$ cat src/core/uos_consts.svh
// Register offsets, field positions, reset values and timing counts of the USB status block.
// Assumes a 25 MHz register clock and a bit-time strobe supplied by the link logic.
`ifndef UOS_CONSTS_SVH
`define UOS_CONSTS_SVH

`define UOS_OFS_LINE_STATUS   8'h00
`define UOS_OFS_ERROR_FLAGS   8'h04
`define UOS_OFS_ERROR_MASK    8'h08
`define UOS_OFS_CONTROL       8'h0C

`define UOS_BIT_CABLE_ID      7
`define UOS_BIT_LINE_STABLE   5
`define UOS_BIT_SESSION_VALID 3
`define UOS_BIT_B_SESS_END    2
`define UOS_BIT_A_SUPPLY_VAL  0

`define UOS_BIT_STUFF_ERR     7
`define UOS_BIT_BUS_MATRIX    6
`define UOS_BIT_DMA_ERR       5
`define UOS_BIT_TURNAROUND    4
`define UOS_BIT_BYTE_LEN      3
`define UOS_BIT_DATA_CRC      2
`define UOS_BIT_TOKEN_EOF     1
`define UOS_BIT_PACKET_ID     0

`define UOS_BIT_HOST_MODE     0

`define UOS_RST_FLAGS         8'h00
`define UOS_RST_MASK          8'h00

`define UOS_CLK_HZ            25000000
`define UOS_STABLE_US         1000
`define UOS_STABLE_CYC        ((`UOS_CLK_HZ / 1000000) * `UOS_STABLE_US)
`define UOS_TURNAROUND_BITS   16

`endif

$ cat src/core/uos_pkg.sv
// Types shared by the USB status and error-flag block.
// Assumes the constants header is included by the modules that need offsets.
package uos_pkg;

   typedef struct packed {
      logic stuff_err;
      logic bus_matrix_err;
      logic dma_err;
      logic turnaround_err;
      logic byte_len_err;
      logic data_crc_err;
      logic token_crc_err;
      logic packet_id_err;
   } uos_err_evt_t;

   typedef struct packed {
      logic cable_identity;
      logic single_ended_zero_state;
      logic j_line_state;
      logic session_valid;
      logic b_session_end;
      logic a_supply_valid;
   } uos_line_in_t;

   typedef enum logic [1:0] {
      UOS_TA_IDLE  = 2'b00,
      UOS_TA_WAIT  = 2'b01,
      UOS_TA_FIRED = 2'b11
   } uos_ta_state_t;

endpackage

$ cat src/core/uos_sync2.sv
// Two-flop synchroniser for one pin level.
// Assumes the input is asynchronous to ref_clk_i.
`timescale 1ns/1ps
module uos_sync2 (
   // Clock and reset
   input  wire logic ref_clk_i,
   input  wire logic reset_i,
   // Level
   input  wire logic async_i,
   output logic      sync_o
);
   logic meta_q;

   always_ff @(posedge ref_clk_i) begin
      if (reset_i) begin
         meta_q <= 1'b0;
         sync_o <= 1'b0;
      end else begin
         meta_q <= async_i;
         sync_o <= meta_q;
      end
   end
endmodule

$ cat src/core/uos_w1c_flag.sv
// One hardware-set, write-one-to-clear flag.
// Assumes set and clear are single-cycle terms on ref_clk_i.
`timescale 1ns/1ps
module uos_w1c_flag (
   // Clock and reset
   input  wire logic ref_clk_i,
   input  wire logic reset_i,
   // Set and clear
   input  wire logic set_i,
   input  wire logic clr_i,
   output logic      flag_o
);
   always_ff @(posedge ref_clk_i) begin
      if (reset_i) begin
         flag_o <= 1'b0;
      end else if (set_i) begin
         // A set in the clearing cycle must not be lost.
         flag_o <= 1'b1; // RULE16
      end else if (clr_i) begin
         flag_o <= 1'b0; // RULE7
      end
   end
endmodule

$ cat src/core/uos_status_top.sv
// Function
// RULE1 - Status bit 7 shows cable identity: 1 none or B cable, 0 A cable.
// RULE2 - Status bit 5 set only when SE0 and J unchanged for the last 1 ms.
// RULE3 - Status bit 3 shows supply above session-valid threshold, either side.
// RULE4 - Status bit 2 shows B-side supply below session-valid threshold.
// RULE5 - Status bit 0 shows A-side supply above session-valid threshold.
// RULE6 - Unused and upper status bits read zero and ignore writes.
// RULE7 - Error flags set by hardware, reset zero, cleared by writing one.
// RULE8 - Bit-stuff violation rejects the packet and sets flag bit 7.
// RULE9 - Invalid descriptor table or buffer address sets flag bit 6.
// RULE10 - Late memory grant or truncated packet sets DMA flag bit 5.
// RULE11 - Over 16 idle bit-times after end-of-packet without reply sets bit 4.
// RULE12 - Data field not a whole number of bytes sets flag bit 3.
// RULE13 - Data packet with failed CRC16 is rejected and sets bit 2.
// RULE14 - Bit 1 is token CRC5 error as device, end-of-frame error as host.
// RULE15 - Packet identifier failing its complement check sets flag bit 0.
// RULE16 - Hardware set and software clear in one cycle leaves flag set.
//
// Holds the AXI4-Lite register slave, line-state filter, turnaround timer and flags.
// Assumes pins arrive asynchronously and packet events are one-cycle pulses on ref_clk_i.
//
// The implementer's own choices: register access over AXI4-Lite and the register addresses.
`timescale 1ns/1ps
`include "uos_consts.svh"
module uos_status_top
   import uos_pkg::*;
(
   // Clock and reset
   input  wire logic         ref_clk_i,
   input  wire logic         reset_i,
   // AXI4-Lite write address
   input  wire logic         s_axi_awvalid_i,
   output logic              s_axi_awready_o,
   input  wire logic [7:0]   s_axi_awaddr_i,
   // AXI4-Lite write data
   input  wire logic         s_axi_wvalid_i,
   output logic              s_axi_wready_o,
   input  wire logic [31:0]  s_axi_wdata_i,
   input  wire logic [3:0]   s_axi_wstrb_i,
   // AXI4-Lite write response
   output logic              s_axi_bvalid_o,
   input  wire logic         s_axi_bready_i,
   output logic [1:0]        s_axi_bresp_o,
   // AXI4-Lite read address
   input  wire logic         s_axi_arvalid_i,
   output logic              s_axi_arready_o,
   input  wire logic [7:0]   s_axi_araddr_i,
   // AXI4-Lite read data
   output logic              s_axi_rvalid_o,
   input  wire logic         s_axi_rready_i,
   output logic [31:0]       s_axi_rdata_o,
   output logic [1:0]        s_axi_rresp_o,
   // Cable pins and comparators, asynchronous
   input  wire uos_line_in_t line_pins_i,
   // Packet engine events, one-cycle pulses
   input  wire uos_err_evt_t err_evt_i,
   input  wire logic         eof_active_sof_zero_i,
   input  wire logic         bit_time_i,
   input  wire logic         eop_seen_i,
   input  wire logic         response_seen_i,
   input  wire logic         response_expected_i,
   // Packet verdict
   input  wire logic         pkt_end_i,
   output logic              pkt_reject_o,
   // Interrupt
   output logic              irq_o
);

   localparam int STABLE_CYC = `UOS_STABLE_CYC;

   // Synchronised pins.
   logic [5:0] pin_sync;

   genvar gi;
   generate
      for (gi = 0; gi < 6; gi++) begin : g_sync
         uos_sync2 u_sync (
            .ref_clk_i (ref_clk_i),
            .reset_i   (reset_i),
            .async_i   (line_pins_i[gi]),
            .sync_o    (pin_sync[gi])
         );
      end
   endgenerate

   logic cable_id_s;
   logic se0_s;
   logic jst_s;
   logic sess_s;
   logic bend_s;
   logic avld_s;
   assign {cable_id_s, se0_s, jst_s, sess_s, bend_s, avld_s} = pin_sync;

   // Line-state stability filter on the synchronised levels.
   // A pin change restarts the 1 ms count about three clocks later.
   logic [1:0]  line_prev_q;
   logic [15:0] stable_cnt_q;
   logic        line_stable_q;

   always_ff @(posedge ref_clk_i) begin
      if (reset_i) begin
         line_prev_q   <= 2'h0;
         stable_cnt_q  <= 16'h0000;
         line_stable_q <= 1'b0;
      end else begin
         line_prev_q <= {se0_s, jst_s};
         if ({se0_s, jst_s} != line_prev_q) begin
            stable_cnt_q  <= 16'h0000; // RULE2
            line_stable_q <= 1'b0;
         end else if (stable_cnt_q < 16'(STABLE_CYC - 1)) begin
            stable_cnt_q  <= stable_cnt_q + 16'h0001;
            line_stable_q <= 1'b0;
         end else begin
            line_stable_q <= 1'b1; // RULE2
         end
      end
   end

   // Status register image, refreshed every clock.
   // Every read field comes from a flop, all refreshed on one edge.
   logic [7:0] line_status_q;

   always_ff @(posedge ref_clk_i) begin
      if (reset_i) begin
         line_status_q <= 8'h00;
      end else begin
         line_status_q                         <= 8'h00; // RULE6
         line_status_q[`UOS_BIT_CABLE_ID]      <= cable_id_s; // RULE1
         line_status_q[`UOS_BIT_LINE_STABLE]   <= line_stable_q; // RULE2
         line_status_q[`UOS_BIT_SESSION_VALID] <= sess_s; // RULE3
         line_status_q[`UOS_BIT_B_SESS_END]    <= bend_s; // RULE4
         line_status_q[`UOS_BIT_A_SUPPLY_VAL]  <= avld_s; // RULE5
      end
   end

   // Turnaround timer counts bit-times from end-of-packet until the reply.
   // A reply on the deadline pulse still counts as in time.
   // Packet ends during a wait do not restart it; one timeout per packet.
   uos_ta_state_t ta_state_q;
   logic [4:0]    ta_cnt_q;
   logic          ta_timeout;

   assign ta_timeout = (ta_state_q == UOS_TA_WAIT) && bit_time_i && !response_seen_i
                       && (ta_cnt_q == 5'(`UOS_TURNAROUND_BITS));

   always_ff @(posedge ref_clk_i) begin
      if (reset_i) begin
         ta_state_q <= UOS_TA_IDLE;
         ta_cnt_q   <= 5'h00;
      end else begin
         unique case (ta_state_q)
            UOS_TA_IDLE: begin
               if (eop_seen_i && response_expected_i) begin
                  ta_state_q <= UOS_TA_WAIT;
                  ta_cnt_q   <= 5'h00;
               end
            end
            UOS_TA_WAIT: begin
               if (response_seen_i) begin
                  ta_state_q <= UOS_TA_IDLE;
               end else if (ta_timeout) begin
                  ta_state_q <= UOS_TA_FIRED; // RULE11
               end else if (bit_time_i) begin
                  ta_cnt_q <= ta_cnt_q + 5'h01;
               end
            end
            UOS_TA_FIRED: begin
               ta_state_q <= UOS_TA_IDLE;
            end
            default: begin
               ta_state_q <= UOS_TA_IDLE;
            end
         endcase
      end
   end

   // Control: host mode picks the meaning of flag bit 1.
   // A mode change leaves flags already set untouched.
   logic [7:0] control_q;
   logic [7:0] mask_q;
   logic       host_mode;
   assign host_mode = control_q[`UOS_BIT_HOST_MODE];

   // Hardware set terms for each flag.
   logic [7:0] flag_set;
   always_comb begin
      flag_set                        = 8'h00;
      flag_set[`UOS_BIT_STUFF_ERR]    = err_evt_i.stuff_err; // RULE8
      flag_set[`UOS_BIT_BUS_MATRIX]   = err_evt_i.bus_matrix_err; // RULE9
      flag_set[`UOS_BIT_DMA_ERR]      = err_evt_i.dma_err; // RULE10
      flag_set[`UOS_BIT_TURNAROUND]   = err_evt_i.turnaround_err | ta_timeout; // RULE11
      flag_set[`UOS_BIT_BYTE_LEN]     = err_evt_i.byte_len_err; // RULE12
      flag_set[`UOS_BIT_DATA_CRC]     = err_evt_i.data_crc_err; // RULE13
      flag_set[`UOS_BIT_TOKEN_EOF]    = host_mode ? eof_active_sof_zero_i
                                                  : err_evt_i.token_crc_err; // RULE14
      flag_set[`UOS_BIT_PACKET_ID]    = err_evt_i.packet_id_err; // RULE15
   end

   // Packet rejection verdict: stuff, CRC16 and PID errors discard the packet.
   // Faults are remembered until the end, so early faults still reject.
   // A fault in the end cycle itself counts for the packet that ends.
   logic rej_pend_q;
   always_ff @(posedge ref_clk_i) begin
      if (reset_i) begin
         rej_pend_q   <= 1'b0;
         pkt_reject_o <= 1'b0;
      end else begin
         pkt_reject_o <= pkt_end_i && (rej_pend_q || err_evt_i.stuff_err
                         || err_evt_i.data_crc_err || err_evt_i.packet_id_err); // RULE8
         if (pkt_end_i) begin
            rej_pend_q <= 1'b0;
         end else if (err_evt_i.stuff_err || err_evt_i.data_crc_err
                      || err_evt_i.packet_id_err) begin
            rej_pend_q <= 1'b1; // RULE13
         end
      end
   end

   // AXI4-Lite write path: address and data are latched independently.
   // Only byte lane 0 holds register bits; upper lanes are dropped.
   // The response waits for both halves, offered in either order.
   logic       aw_hold_q;
   logic       w_hold_q;
   logic [7:0] aw_addr_q;
   logic [7:0] w_data_q;
   logic       w_lane0_q;
   logic       wr_fire;

   assign wr_fire = aw_hold_q && w_hold_q && !s_axi_bvalid_o;

   always_ff @(posedge ref_clk_i) begin
      if (reset_i) begin
         aw_hold_q       <= 1'b0;
         w_hold_q        <= 1'b0;
         aw_addr_q       <= 8'h00;
         w_data_q        <= 8'h00;
         w_lane0_q       <= 1'b0;
         s_axi_awready_o <= 1'b0;
         s_axi_wready_o  <= 1'b0;
         s_axi_bvalid_o  <= 1'b0;
         s_axi_bresp_o   <= 2'h0;
      end else begin
         s_axi_awready_o <= !aw_hold_q && !(s_axi_awvalid_i && s_axi_awready_o);
         s_axi_wready_o  <= !w_hold_q && !(s_axi_wvalid_i && s_axi_wready_o);
         if (s_axi_awvalid_i && s_axi_awready_o) begin
            aw_hold_q <= 1'b1;
            aw_addr_q <= s_axi_awaddr_i;
         end
         if (s_axi_wvalid_i && s_axi_wready_o) begin
            w_hold_q  <= 1'b1;
            w_data_q  <= s_axi_wdata_i[7:0];
            w_lane0_q <= s_axi_wstrb_i[0];
         end
         if (wr_fire) begin
            aw_hold_q      <= 1'b0;
            w_hold_q       <= 1'b0;
            s_axi_bvalid_o <= 1'b1;
            unique case (aw_addr_q)
               `UOS_OFS_LINE_STATUS,
               `UOS_OFS_ERROR_FLAGS,
               `UOS_OFS_ERROR_MASK,
               `UOS_OFS_CONTROL: s_axi_bresp_o <= 2'h0;
               default:          s_axi_bresp_o <= 2'h2;
            endcase
         end else if (s_axi_bvalid_o && s_axi_bready_i) begin
            s_axi_bvalid_o <= 1'b0;
         end
      end
   end

   logic wr_lo;
   assign wr_lo = wr_fire && w_lane0_q;

   // Writable registers: mask and control.
   always_ff @(posedge ref_clk_i) begin
      if (reset_i) begin
         mask_q    <= `UOS_RST_MASK;
         control_q <= 8'h00;
      end else if (wr_lo && aw_addr_q == `UOS_OFS_ERROR_MASK) begin
         mask_q <= w_data_q;
      end else if (wr_lo && aw_addr_q == `UOS_OFS_CONTROL) begin
         control_q <= {7'h00, w_data_q[`UOS_BIT_HOST_MODE]};
      end
   end

   // Error flags.
   // A clear is one pulse per completed write; zero bits leave flags alone.
   // A fault arriving with the clear wins, so no event is lost.
   logic [7:0] flag_clr;
   logic [7:0] err_flags;
   assign flag_clr = (wr_lo && aw_addr_q == `UOS_OFS_ERROR_FLAGS) ? w_data_q : 8'h00;

   generate
      for (gi = 0; gi < 8; gi++) begin : g_flag
         uos_w1c_flag u_flag (
            .ref_clk_i (ref_clk_i),
            .reset_i   (reset_i),
            .set_i     (flag_set[gi]),
            .clr_i     (flag_clr[gi]),
            .flag_o    (err_flags[gi])
         );
      end
   endgenerate

   // Registered, so the interrupt trails a flag change by one clock.
   always_ff @(posedge ref_clk_i) begin
      if (reset_i) begin
         irq_o <= 1'b0;
      end else begin
         irq_o <= |(err_flags & mask_q);
      end
   end

   // AXI4-Lite read path, one read at a time.
   // Data is captured as the address is taken, so a read never tears.
   // A flag set in that same cycle appears on the next read.
   always_ff @(posedge ref_clk_i) begin
      if (reset_i) begin
         s_axi_arready_o <= 1'b0;
         s_axi_rvalid_o  <= 1'b0;
         s_axi_rdata_o   <= 32'h0000_0000;
         s_axi_rresp_o   <= 2'h0;
      end else begin
         s_axi_arready_o <= !s_axi_rvalid_o && !(s_axi_arvalid_i && s_axi_arready_o);
         if (s_axi_arvalid_i && s_axi_arready_o) begin
            s_axi_rvalid_o <= 1'b1;
            s_axi_rresp_o  <= 2'h0;
            unique case (s_axi_araddr_i)
               `UOS_OFS_LINE_STATUS: s_axi_rdata_o <= {24'h000000, line_status_q}; // RULE6
               `UOS_OFS_ERROR_FLAGS: s_axi_rdata_o <= {24'h000000, err_flags};
               `UOS_OFS_ERROR_MASK:  s_axi_rdata_o <= {24'h000000, mask_q};
               `UOS_OFS_CONTROL:     s_axi_rdata_o <= {24'h000000, control_q};
               default: begin
                  s_axi_rdata_o <= 32'h0000_0000;
                  s_axi_rresp_o <= 2'h2;
               end
            endcase
         end else if (s_axi_rvalid_o && s_axi_rready_i) begin
            s_axi_rvalid_o <= 1'b0;
         end
      end
   end

endmodule

$ cat config.mk
export PLATFORM = sky130hd
export DESIGN_NAME = uos_status_top
export DESIGN_NICKNAME = d
export VERILOG_FILES = /design/src/core/uos_pkg.sv /design/src/core/uos_sync2.sv /design/src/core/uos_w1c_flag.sv /design/src/core/uos_status_top.sv
export VERILOG_INCLUDE_DIRS = /design/src /design/src/core
export SDC_FILE = /design/constraint.sdc
export NUM_CORES = 1
export LEC_CHECK = 0
export ABC_AREA = 1
export BUFFER_PORTS_ARGS = -buffer_cell sky130_fd_sc_hd__buf_2
export CORE_MARGIN = 3
export CORE_UTILIZATION = 45
export CTS_CLUSTER_DIAMETER = 150
export CTS_CLUSTER_SIZE = 16
export DETAILED_ROUTE_END_ITERATION = 8
export PLACE_DENSITY_LB_ADDON = 0.08
export SYNTH_ARGS = -nofsm -noshare
export SYNTH_HDL_FRONTEND = slang
export SYNTH_SLANG_ARGS = --single-unit
$ cat constraint.sdc
create_clock -name ref_clk_i -period 1.2 [get_ports ref_clk_i]
set_input_delay 0.12 -clock ref_clk_i [delete_from_list [all_inputs] [get_ports ref_clk_i]]
set_output_delay 0.12 -clock ref_clk_i [all_outputs]
set_load 0.01 [all_outputs]
==> impl_metrics.py, run 1 <==
metrics = {
    "run_status": {
        "run_status": "finished, violations left",
        "failed_checks": "negative setup slack",
    },
    "worst_setup_path": {
        "timing.critical_path.from_type": "register",
        "timing.critical_path.required_ns": 1.48,
        "critPathArrivalTime_ns": 1.61,
        "critical_path_peak_fanout": 5,
        "setup.worst_path.class": "reg -> reg",
        "end_kind": "register",
    },
    "place": {
        "port_buffers": 68,
        "gpl.final_weighted_congestion": 0.8307,
        "placed_cells": 838,
        "dp.final_hpwl_um": 7274,
    },
    "clock_network": {
        "clock_sinks": 97,
        "cts_root_buffer": "sky130_fd_sc_hd__clkbuf_8",
        "clock_path_buffers": 2,
        "clk_latency_ns": 0.34,
        "cts_buffers": 9,
        "maximum_level_of_the_cts_h_tree": 3,
        "tritoncts": "done",
        "clk_transition_reported_paths_ns": 0.09,
    },
    "cells_and_area": {
        "total_area_of_multi_input_combinational_cells_um2": 2384,
        "fillers": 847,
        "final_net_count": 821,
        "layout.cells.most_common_list": "sky130_fd_sc_hd__nor2_1, sky130_fd_sc_hd__nand2_1, sky130_fd_sc_hd__dfxtp_1",
        "final_layout_size_suffix_gt1_share_pct": 34.14,
        "most_frequent_standard_cell_in_the_layout_excluding_fill_and_tap_cells": "sky130_fd_sc_hd__nor2_1",
        "layout.cells.non_filler": 873,
        "diodes_inserted": 0,
        "area_growth_pct": 37.78,
        "register_area_um2": 1959,
    },
    "global_route": {
        "grt_remaining_overflow": 0,
        "number_of_antenna_violations_at_the_first_check_in_global_routing": 0,
        "grt_pass1_wl_um": 17130,
        "first_global_vias": 3900,
        "grt_usage_pct": 18.66,
        "maximum_number_of_pins_on_one_net_before_global_route_repair": 35,
    },
    "sta": {
        "fin_worst_skew_ns": 0.01021,
        "hold_viol": 0,
        "finalMaxSlewViolations": 0,
        "fin_tns_setup_ns": -3.165,
        "setup_violations": 38,
        "grt_setup_unrepaired": "true",
        "final.period_utilization_pct": 111.0,
        "min_period_ns": 1.332,
        "max_freq_mhz": 751.0,
        "layout_setup_ws_ns": -0.1315,
    },
    "die": {
        "number_of_placement_rows": 35,
        "start_util_pct": 46.45,
        "fp.dieW_um": 103.7,
        "fp.dieArea_um2": 10740,
        "coreArea_um2": 9240,
        "floorplan.die.height_um": 103.7,
        "ioPinCount": 122,
    },
    "power_and_ir_drop": {
        "total_switching_power_w": 0.001641,
        "clkPwrFrac_pct": 33.0,
        "power_frac_comb_pct": 12.5,
        "power_leakage_nw": 2.554,
        "cellInternalPower_w": 0.004695,
        "vdd.ir_drop.worst_mv": 0.6641,
        "switching_share_pct": 25.90,
        "totalPowerFinal_w": 0.006336,
        "power_frac_seq_pct": 54.5,
        "power_density_nw_per_um2": 1071,
    },
    "drt": {
        "detail_route.wirelength_um": 10190,
        "ant_nets": 0,
        "drt-pass1-iter-count": 4,
        "route.detailed.vias_per_inst": 4.687,
        "detailroute.via_count": 4092,
        "route.detailed.drc": 0,
        "route.detailed.wl_per_inst_um": 11.67,
        "drt_iter0_drc": 163,
    },
    "logic_synthesis": {
        "synth_warnings": 0,
        "yosys_register_bits": 97,
        "post_synthesis_average_cell_area_um2": 7.141,
        "synth_cell_area_um2": 4292,
        "synth_cells": 601,
        "netlist-cell-type-count": 36,
        "ys_seq_area_share_pct": 45.25,
    },
    "job": {
        "cap_violations": 0,
    },
    "worst_hold_path": {
        "hp-class": "in -> reg",
    },
}
==> power by group through the flow <==
stage                     Clock, W  Combinational (W)  Sequential [W]
final                      0.00209           0.000790         0.00346
after global routing       0.00230           0.000888         0.00348
after CTS                  0.00217           0.000722         0.00344
after detailed placement         0           0.000633         0.00350
after global placement           0           0.000617         0.00350
after floorplan                  0           0.000404         0.00350
==> synth_stat cells (all sizes together) <==
cell | count | share of area (%)
nor2 | 132 | 12
nand2 | 107 | 9.8
dfxtp | 97 | 45
inv | 60 | 5.2
nand3 | 53 | 6.3
a21oi | 38 | 4.5
buf | 36 | 5.7
o21ai | 36 | 4.2
nand4 | 7 | 1.0
nor3 | 6 | 0.70
xor2 | 5 | 1.0
clkbuf | 4 | 0.58
ha | 3 | 0.87
nand3b | 3 | 0.52
a221oi | 2 | 0.41
clkinv | 2 | 0.17
xnor2 | 2 | 0.41
a211oi | 1 | 0.17
and3 | 1 | 0.15
conb | 1 | 0.087
mux2 | 1 | 0.26
o21bai | 1 | 0.17
o31ai | 1 | 0.17
o41ai | 1 | 0.20
or2 | 1 | 0.15
==> metal layers <==
metal	vias to the layer above	wire length, µm	share of wire (%)	global-route usage, %
met2	89	4914	48	31.96
met3	5	463	4.5	3.178
met1	1850	4760	47	24.63
li1	2148	-	-	-
met4	0	53	0.52	4.463
met5	-	0	0	0
==> state kept, by name, indices dropped and copies added, names as in the netlist, 2 cells and up <==
| register | count |
|---|---|
| aw_addr_q | 8 |
| stable_cnt_q | 16 |
| g_sync.u_sync.sync_o | 6 |
| ta_cnt_q | 5 |
| ta_state_q | 2 |
| line_status_q | 5 |
| g_sync.u_sync.meta_q | 6 |
| s_axi_rdata_o | 8 |
| line_prev_q | 2 |
| w_data_q | 8 |
| mask_q | 8 |
| g_flag.u_flag.flag_o | 8 |
==> timing repair <==
item / CTS / global route
gates cloned: 0 / 2
endpoints found under the setup margin: 39 / 42
buffers inserted: 1 / 1
pin swaps: 33 / 22
hold buffers: 15 / 0
gates resized for setup: 56 / 75
endpoints found under the hold margin: 16 / 0
==> final cells by class <==
type	instances	area share [%]
Clock buffer	11	2.222
Clock inverter	5	1.079
Inverter	62	4.063
Multi-Input combinational cell	429	40.31
Sequential cell	97	33.14
Tap cell	129	2.730
Timing Repair Buffer	140	16.46
==> metrics by stage <==
| step | instance area (µm²) | hold slack, ns | worst slack, ns | util, % |
|---|---|---|---|---|
| after floorplan | 4409 | 0.1924 | -0.07258 | - |
| after global placement | 5080 | 0.2911 | -0.1159 | 54.98 |
| after detailed placement | 5080 | 0.2954 | -0.1614 | 54.98 |
| after CTS | 5634 | 0.001536 | -0.1030 | 60.97 |
| after global routing | 5913 | 0.004587 | -0.2116 | 63.99 |
| final | 5913 | 0.02029 | -0.1315 | 63.99 |
==> worst max-delay path: stages (launching register included) <==
cell and delay, ns:
sky130_fd_sc_hd__dfxtp_2 0.34, sky130_fd_sc_hd__ha_4 0.16, sky130_fd_sc_hd__nand2_4 0.08, sky130_fd_sc_hd__nand2_2 0.05
sky130_fd_sc_hd__nand3_2 0.08, sky130_fd_sc_hd__nand2_4 0.07, sky130_fd_sc_hd__a21oi_2 0.14, sky130_fd_sc_hd__buf_4 0.16
sky130_fd_sc_hd__nand2_1 0.07, sky130_fd_sc_hd__a21oi_2 0.11
==> worst paths after layout <==
kind / startpoint / endpoint / slack (ns) / cells past startpoint
min reg2reg: g_sync[1].u_sync.meta_q / g_sync[1].u_sync.sync_o / 0.40 / 2
min: s_axi_wdata_i[6] / w_data_q[6] / 0.02 / 3
max reg2reg: stable_cnt_q[0] / stable_cnt_q[13] / -0.13 / 9
max: stable_cnt_q[0] / stable_cnt_q[13] / -0.13 / 9
==> kinds of logic after synthesis <==
logic type	count (synthesis)	synth area share, %
compound gates	80	9.855
fa+ha+maj	3	0.8747
buf+inv	102	11.69
xor+xnor	7	1.429
other cells	1	0.08738
simple gates	310	30.55
flops	97	45.25
mux	1	0.2624
(Power assumes the default switching activity.)
==> inputs of run 2 (changes only) <==
PLACE_DENSITY = 0.69   (was default)
PLACE_DENSITY_LB_ADDON = default   (was 0.08)
==> run 2 against run 1 <==
  * The run still ends with negative setup slack left
  * Global-route usage is 0.11 points higher
  * First-iteration DRC count is 14% lower
  * Count of clock-buffer cells in the layout is 1 lower
  * Critical path type unchanged
  * Register-to-register slack better by 0.02 ns
  * Highest routed layer unchanged
  * Total power is 0.82% higher
  * Largest power group unchanged
  * Critical path depth is 2 lower
  * Fmax is 1.2% higher
==> impl_metrics.py, run 2 (synthesis results as in run 1) <==
metrics = {
    "run_status": {
        "run_status": "finished, violations left",
        "failed_checks": "negative setup slack",
    },
    "worst_hold_path": {
        "hp-class": "in -> reg",
        "min-delay-start": "eop_seen_i",
    },
    "drt": {
        "drt-pass1-iter-count": 4,
        "route.detailed.vias_per_inst": 4.733,
        "ant_nets": 0,
        "drt_iter0_drc": 140,
        "detailroute.via_count": 4127,
        "route.detailed.drc": 0,
        "route.detailed.wl_per_inst_um": 11.86,
        "detail_route.wirelength_um": 10340,
    },
    "power_and_ir_drop": {
        "vdd.ir_drop.worst_mv": 0.5760,
        "power_density_nw_per_um2": 1090,
        "power_leakage_nw": 2.570,
        "totalPowerFinal_w": 0.006388,
    },
    "cells_and_area": {
        "layout.cells.most_common_list": "sky130_fd_sc_hd__nor2_1, sky130_fd_sc_hd__nand2_1, sky130_fd_sc_hd__dfxtp_1",
        "final_layout_size_suffix_gt1_share_pct": 33.78,
        "register_area_um2": 1961,
        "largest_register_ff_count": 16,
        "area_growth_pct": 36.56,
        "fillers": 795,
        "most_frequent_standard_cell_in_the_layout_excluding_fill_and_tap_cells": "sky130_fd_sc_hd__nor2_1",
        "final_area_um2": 5861,
        "largest_register": "stable_cnt_q",
        "total_area_of_multi_input_combinational_cells_um2": 2330,
        "diodes_inserted": 0,
        "final_net_count": 821,
    },
    "clock_network": {
        "clk_transition_reported_paths_ns": 0.10,
        "maximum_level_of_the_cts_h_tree": 3,
        "cts_root_buffer": "sky130_fd_sc_hd__clkbuf_8",
        "clk_latency_ns": 0.36,
        "clock_sinks": 97,
        "clock_path_buffers": 2,
        "cts_buffers": 9,
        "tritoncts": "done",
    },
    "worst_setup_path": {
        "cpMostUsedCell": "sky130_fd_sc_hd__nand2_2",
        "timing.critical_path.from": "stable_cnt_q[5]",
        "r2r-start": "stable_cnt_q[5]",
        "max_incr_delay_on_cp_ns": 0.39,
        "critical_path_peak_fanout": 6,
        "timing.critical_path.from_type": "register",
        "end_kind": "register",
        "timing.critical_path.required_ns": 1.50,
        "critPathArrivalTime_ns": 1.62,
        "setup.worst_path.class": "reg -> reg",
        "critical_path.slowest_cell": "sky130_fd_sc_hd__dfxtp_2",
        "worstPathCellList": "nand2_2 > nor2_2 > nand3_4 > buf_4 > nor2_1 > nand2_2 > a21oi_2",
    },
    "die": {
        "coreArea_um2": 9240,
        "start_util_pct": 46.45,
        "floorplan.die.height_um": 103.7,
        "fp.dieArea_um2": 10740,
        "ioPinCount": 122,
        "fp.dieW_um": 103.7,
        "number_of_placement_rows": 35,
    },
    "global_route": {
        "first_global_vias": 4013,
        "number_of_antenna_violations_at_the_first_check_in_global_routing": 0,
        "grt_pass1_wl_um": 17030,
        "grt_remaining_overflow": 0,
        "grt_usage_pct": 18.78,
        "maximum_number_of_pins_on_one_net_before_global_route_repair": 35,
    },
    "sta": {
        "layout_setup_ws_ns": -0.1151,
        "grt_setup_unrepaired": "true",
        "min_period_ns": 1.315,
        "hold_viol": 0,
        "finalMaxSlewViolations": 0,
        "setup_violations": 38,
        "max_freq_mhz": 760.4,
        "final.period_utilization_pct": 109.6,
        "fin_tns_setup_ns": -2.636,
        "fin_worst_skew_ns": 0.01118,
    },
    "place": {
        "post_dp_cell_area_um2": 5052,
        "dp.final_hpwl_um": 7247,
        "port_buffers": 68,
        "gpl.final_weighted_congestion": 0.8524,
    },
    "job": {
        "cap_violations": 0,
    },
}
run 2: cell count changes in the layout (fill, tap and decap cells not counted), sizes merged:
| cell | delta |
|---|---|
| inv | +2 |
| nand2 | -1 |
| clkbuf | -1 |
| buf | +1 |
| clkinv | -2 |
run 2: per-layer routing:
metal / up-vias / GRT usage [%] / part of all wire [%]
li1: 2136 / - / -
met1: 1880 / 23.01 / 44
met2: 93 / 32.34 / 49
met3: 18 / 3.551 / 4.7
met4: 0 / 7.882 / 1.7
met5: - / 0 / 0
run 2: stage by stage:
stage          cells  hold WS [ns]  util (%)  worst slack [ns]
5_1_grt          872       0.01761     63.43           -0.2166
4_1_cts          868     0.0002047     60.64           -0.1250
2_1_floorplan    626        0.1924         -          -0.07258
3_5_place_dp     836        0.2961     54.68           -0.1767
3_3_place_gp     836        0.2926     54.68           -0.1054
6_report         872       0.01272     63.43           -0.1151
run 2: what timing repair did:
item,CTS,global route
setup buffers,1,4
pin swaps,35,23
hold buffers,15,0
endpoints found under the setup margin,38,40
resized for setup,57,68
gates cloned,1,0
hold endpoints to repair,16,0
run 2: worst paths after layout:
check	cells past startpoint	slack, ns	to
worst max-delay path	7	-0.12	stable_cnt_q[14]
worst min-delay path	3	0.01	ta_state_q[1]
worst max register to register	7	-0.12	stable_cnt_q[14]
worst min register to register	2	0.41	g_sync[3].u_sync.sync_o
run 2: area by class of cell:
type	count	area share [%]
multi-input cells	428	39.75
flip-flops and latches	97	33.45
repair buffers	141	16.46
inverters	62	4.142
well taps	129	2.754
clock buffers	10	2.348
clock inverters	5	1.089
run 2: worst max-delay path: cells and delay by family (launching register included):
kind                   cells  cell delay (ns)
AOI/OAI and AO/OA          1             0.11
buffers and inverters      1             0.15
DFF                        1             0.39
and+or+nand+nor            5             0.60
run 2: report_power, final:
group	internal (W)	switching, W	total, W	leakage, nW
sequential	0.00335	0.000104	0.00346	0.800
combinational	0.000343	0.000424	0.000768	1.67
clock	0.00103	0.00114	0.00216	0.0994
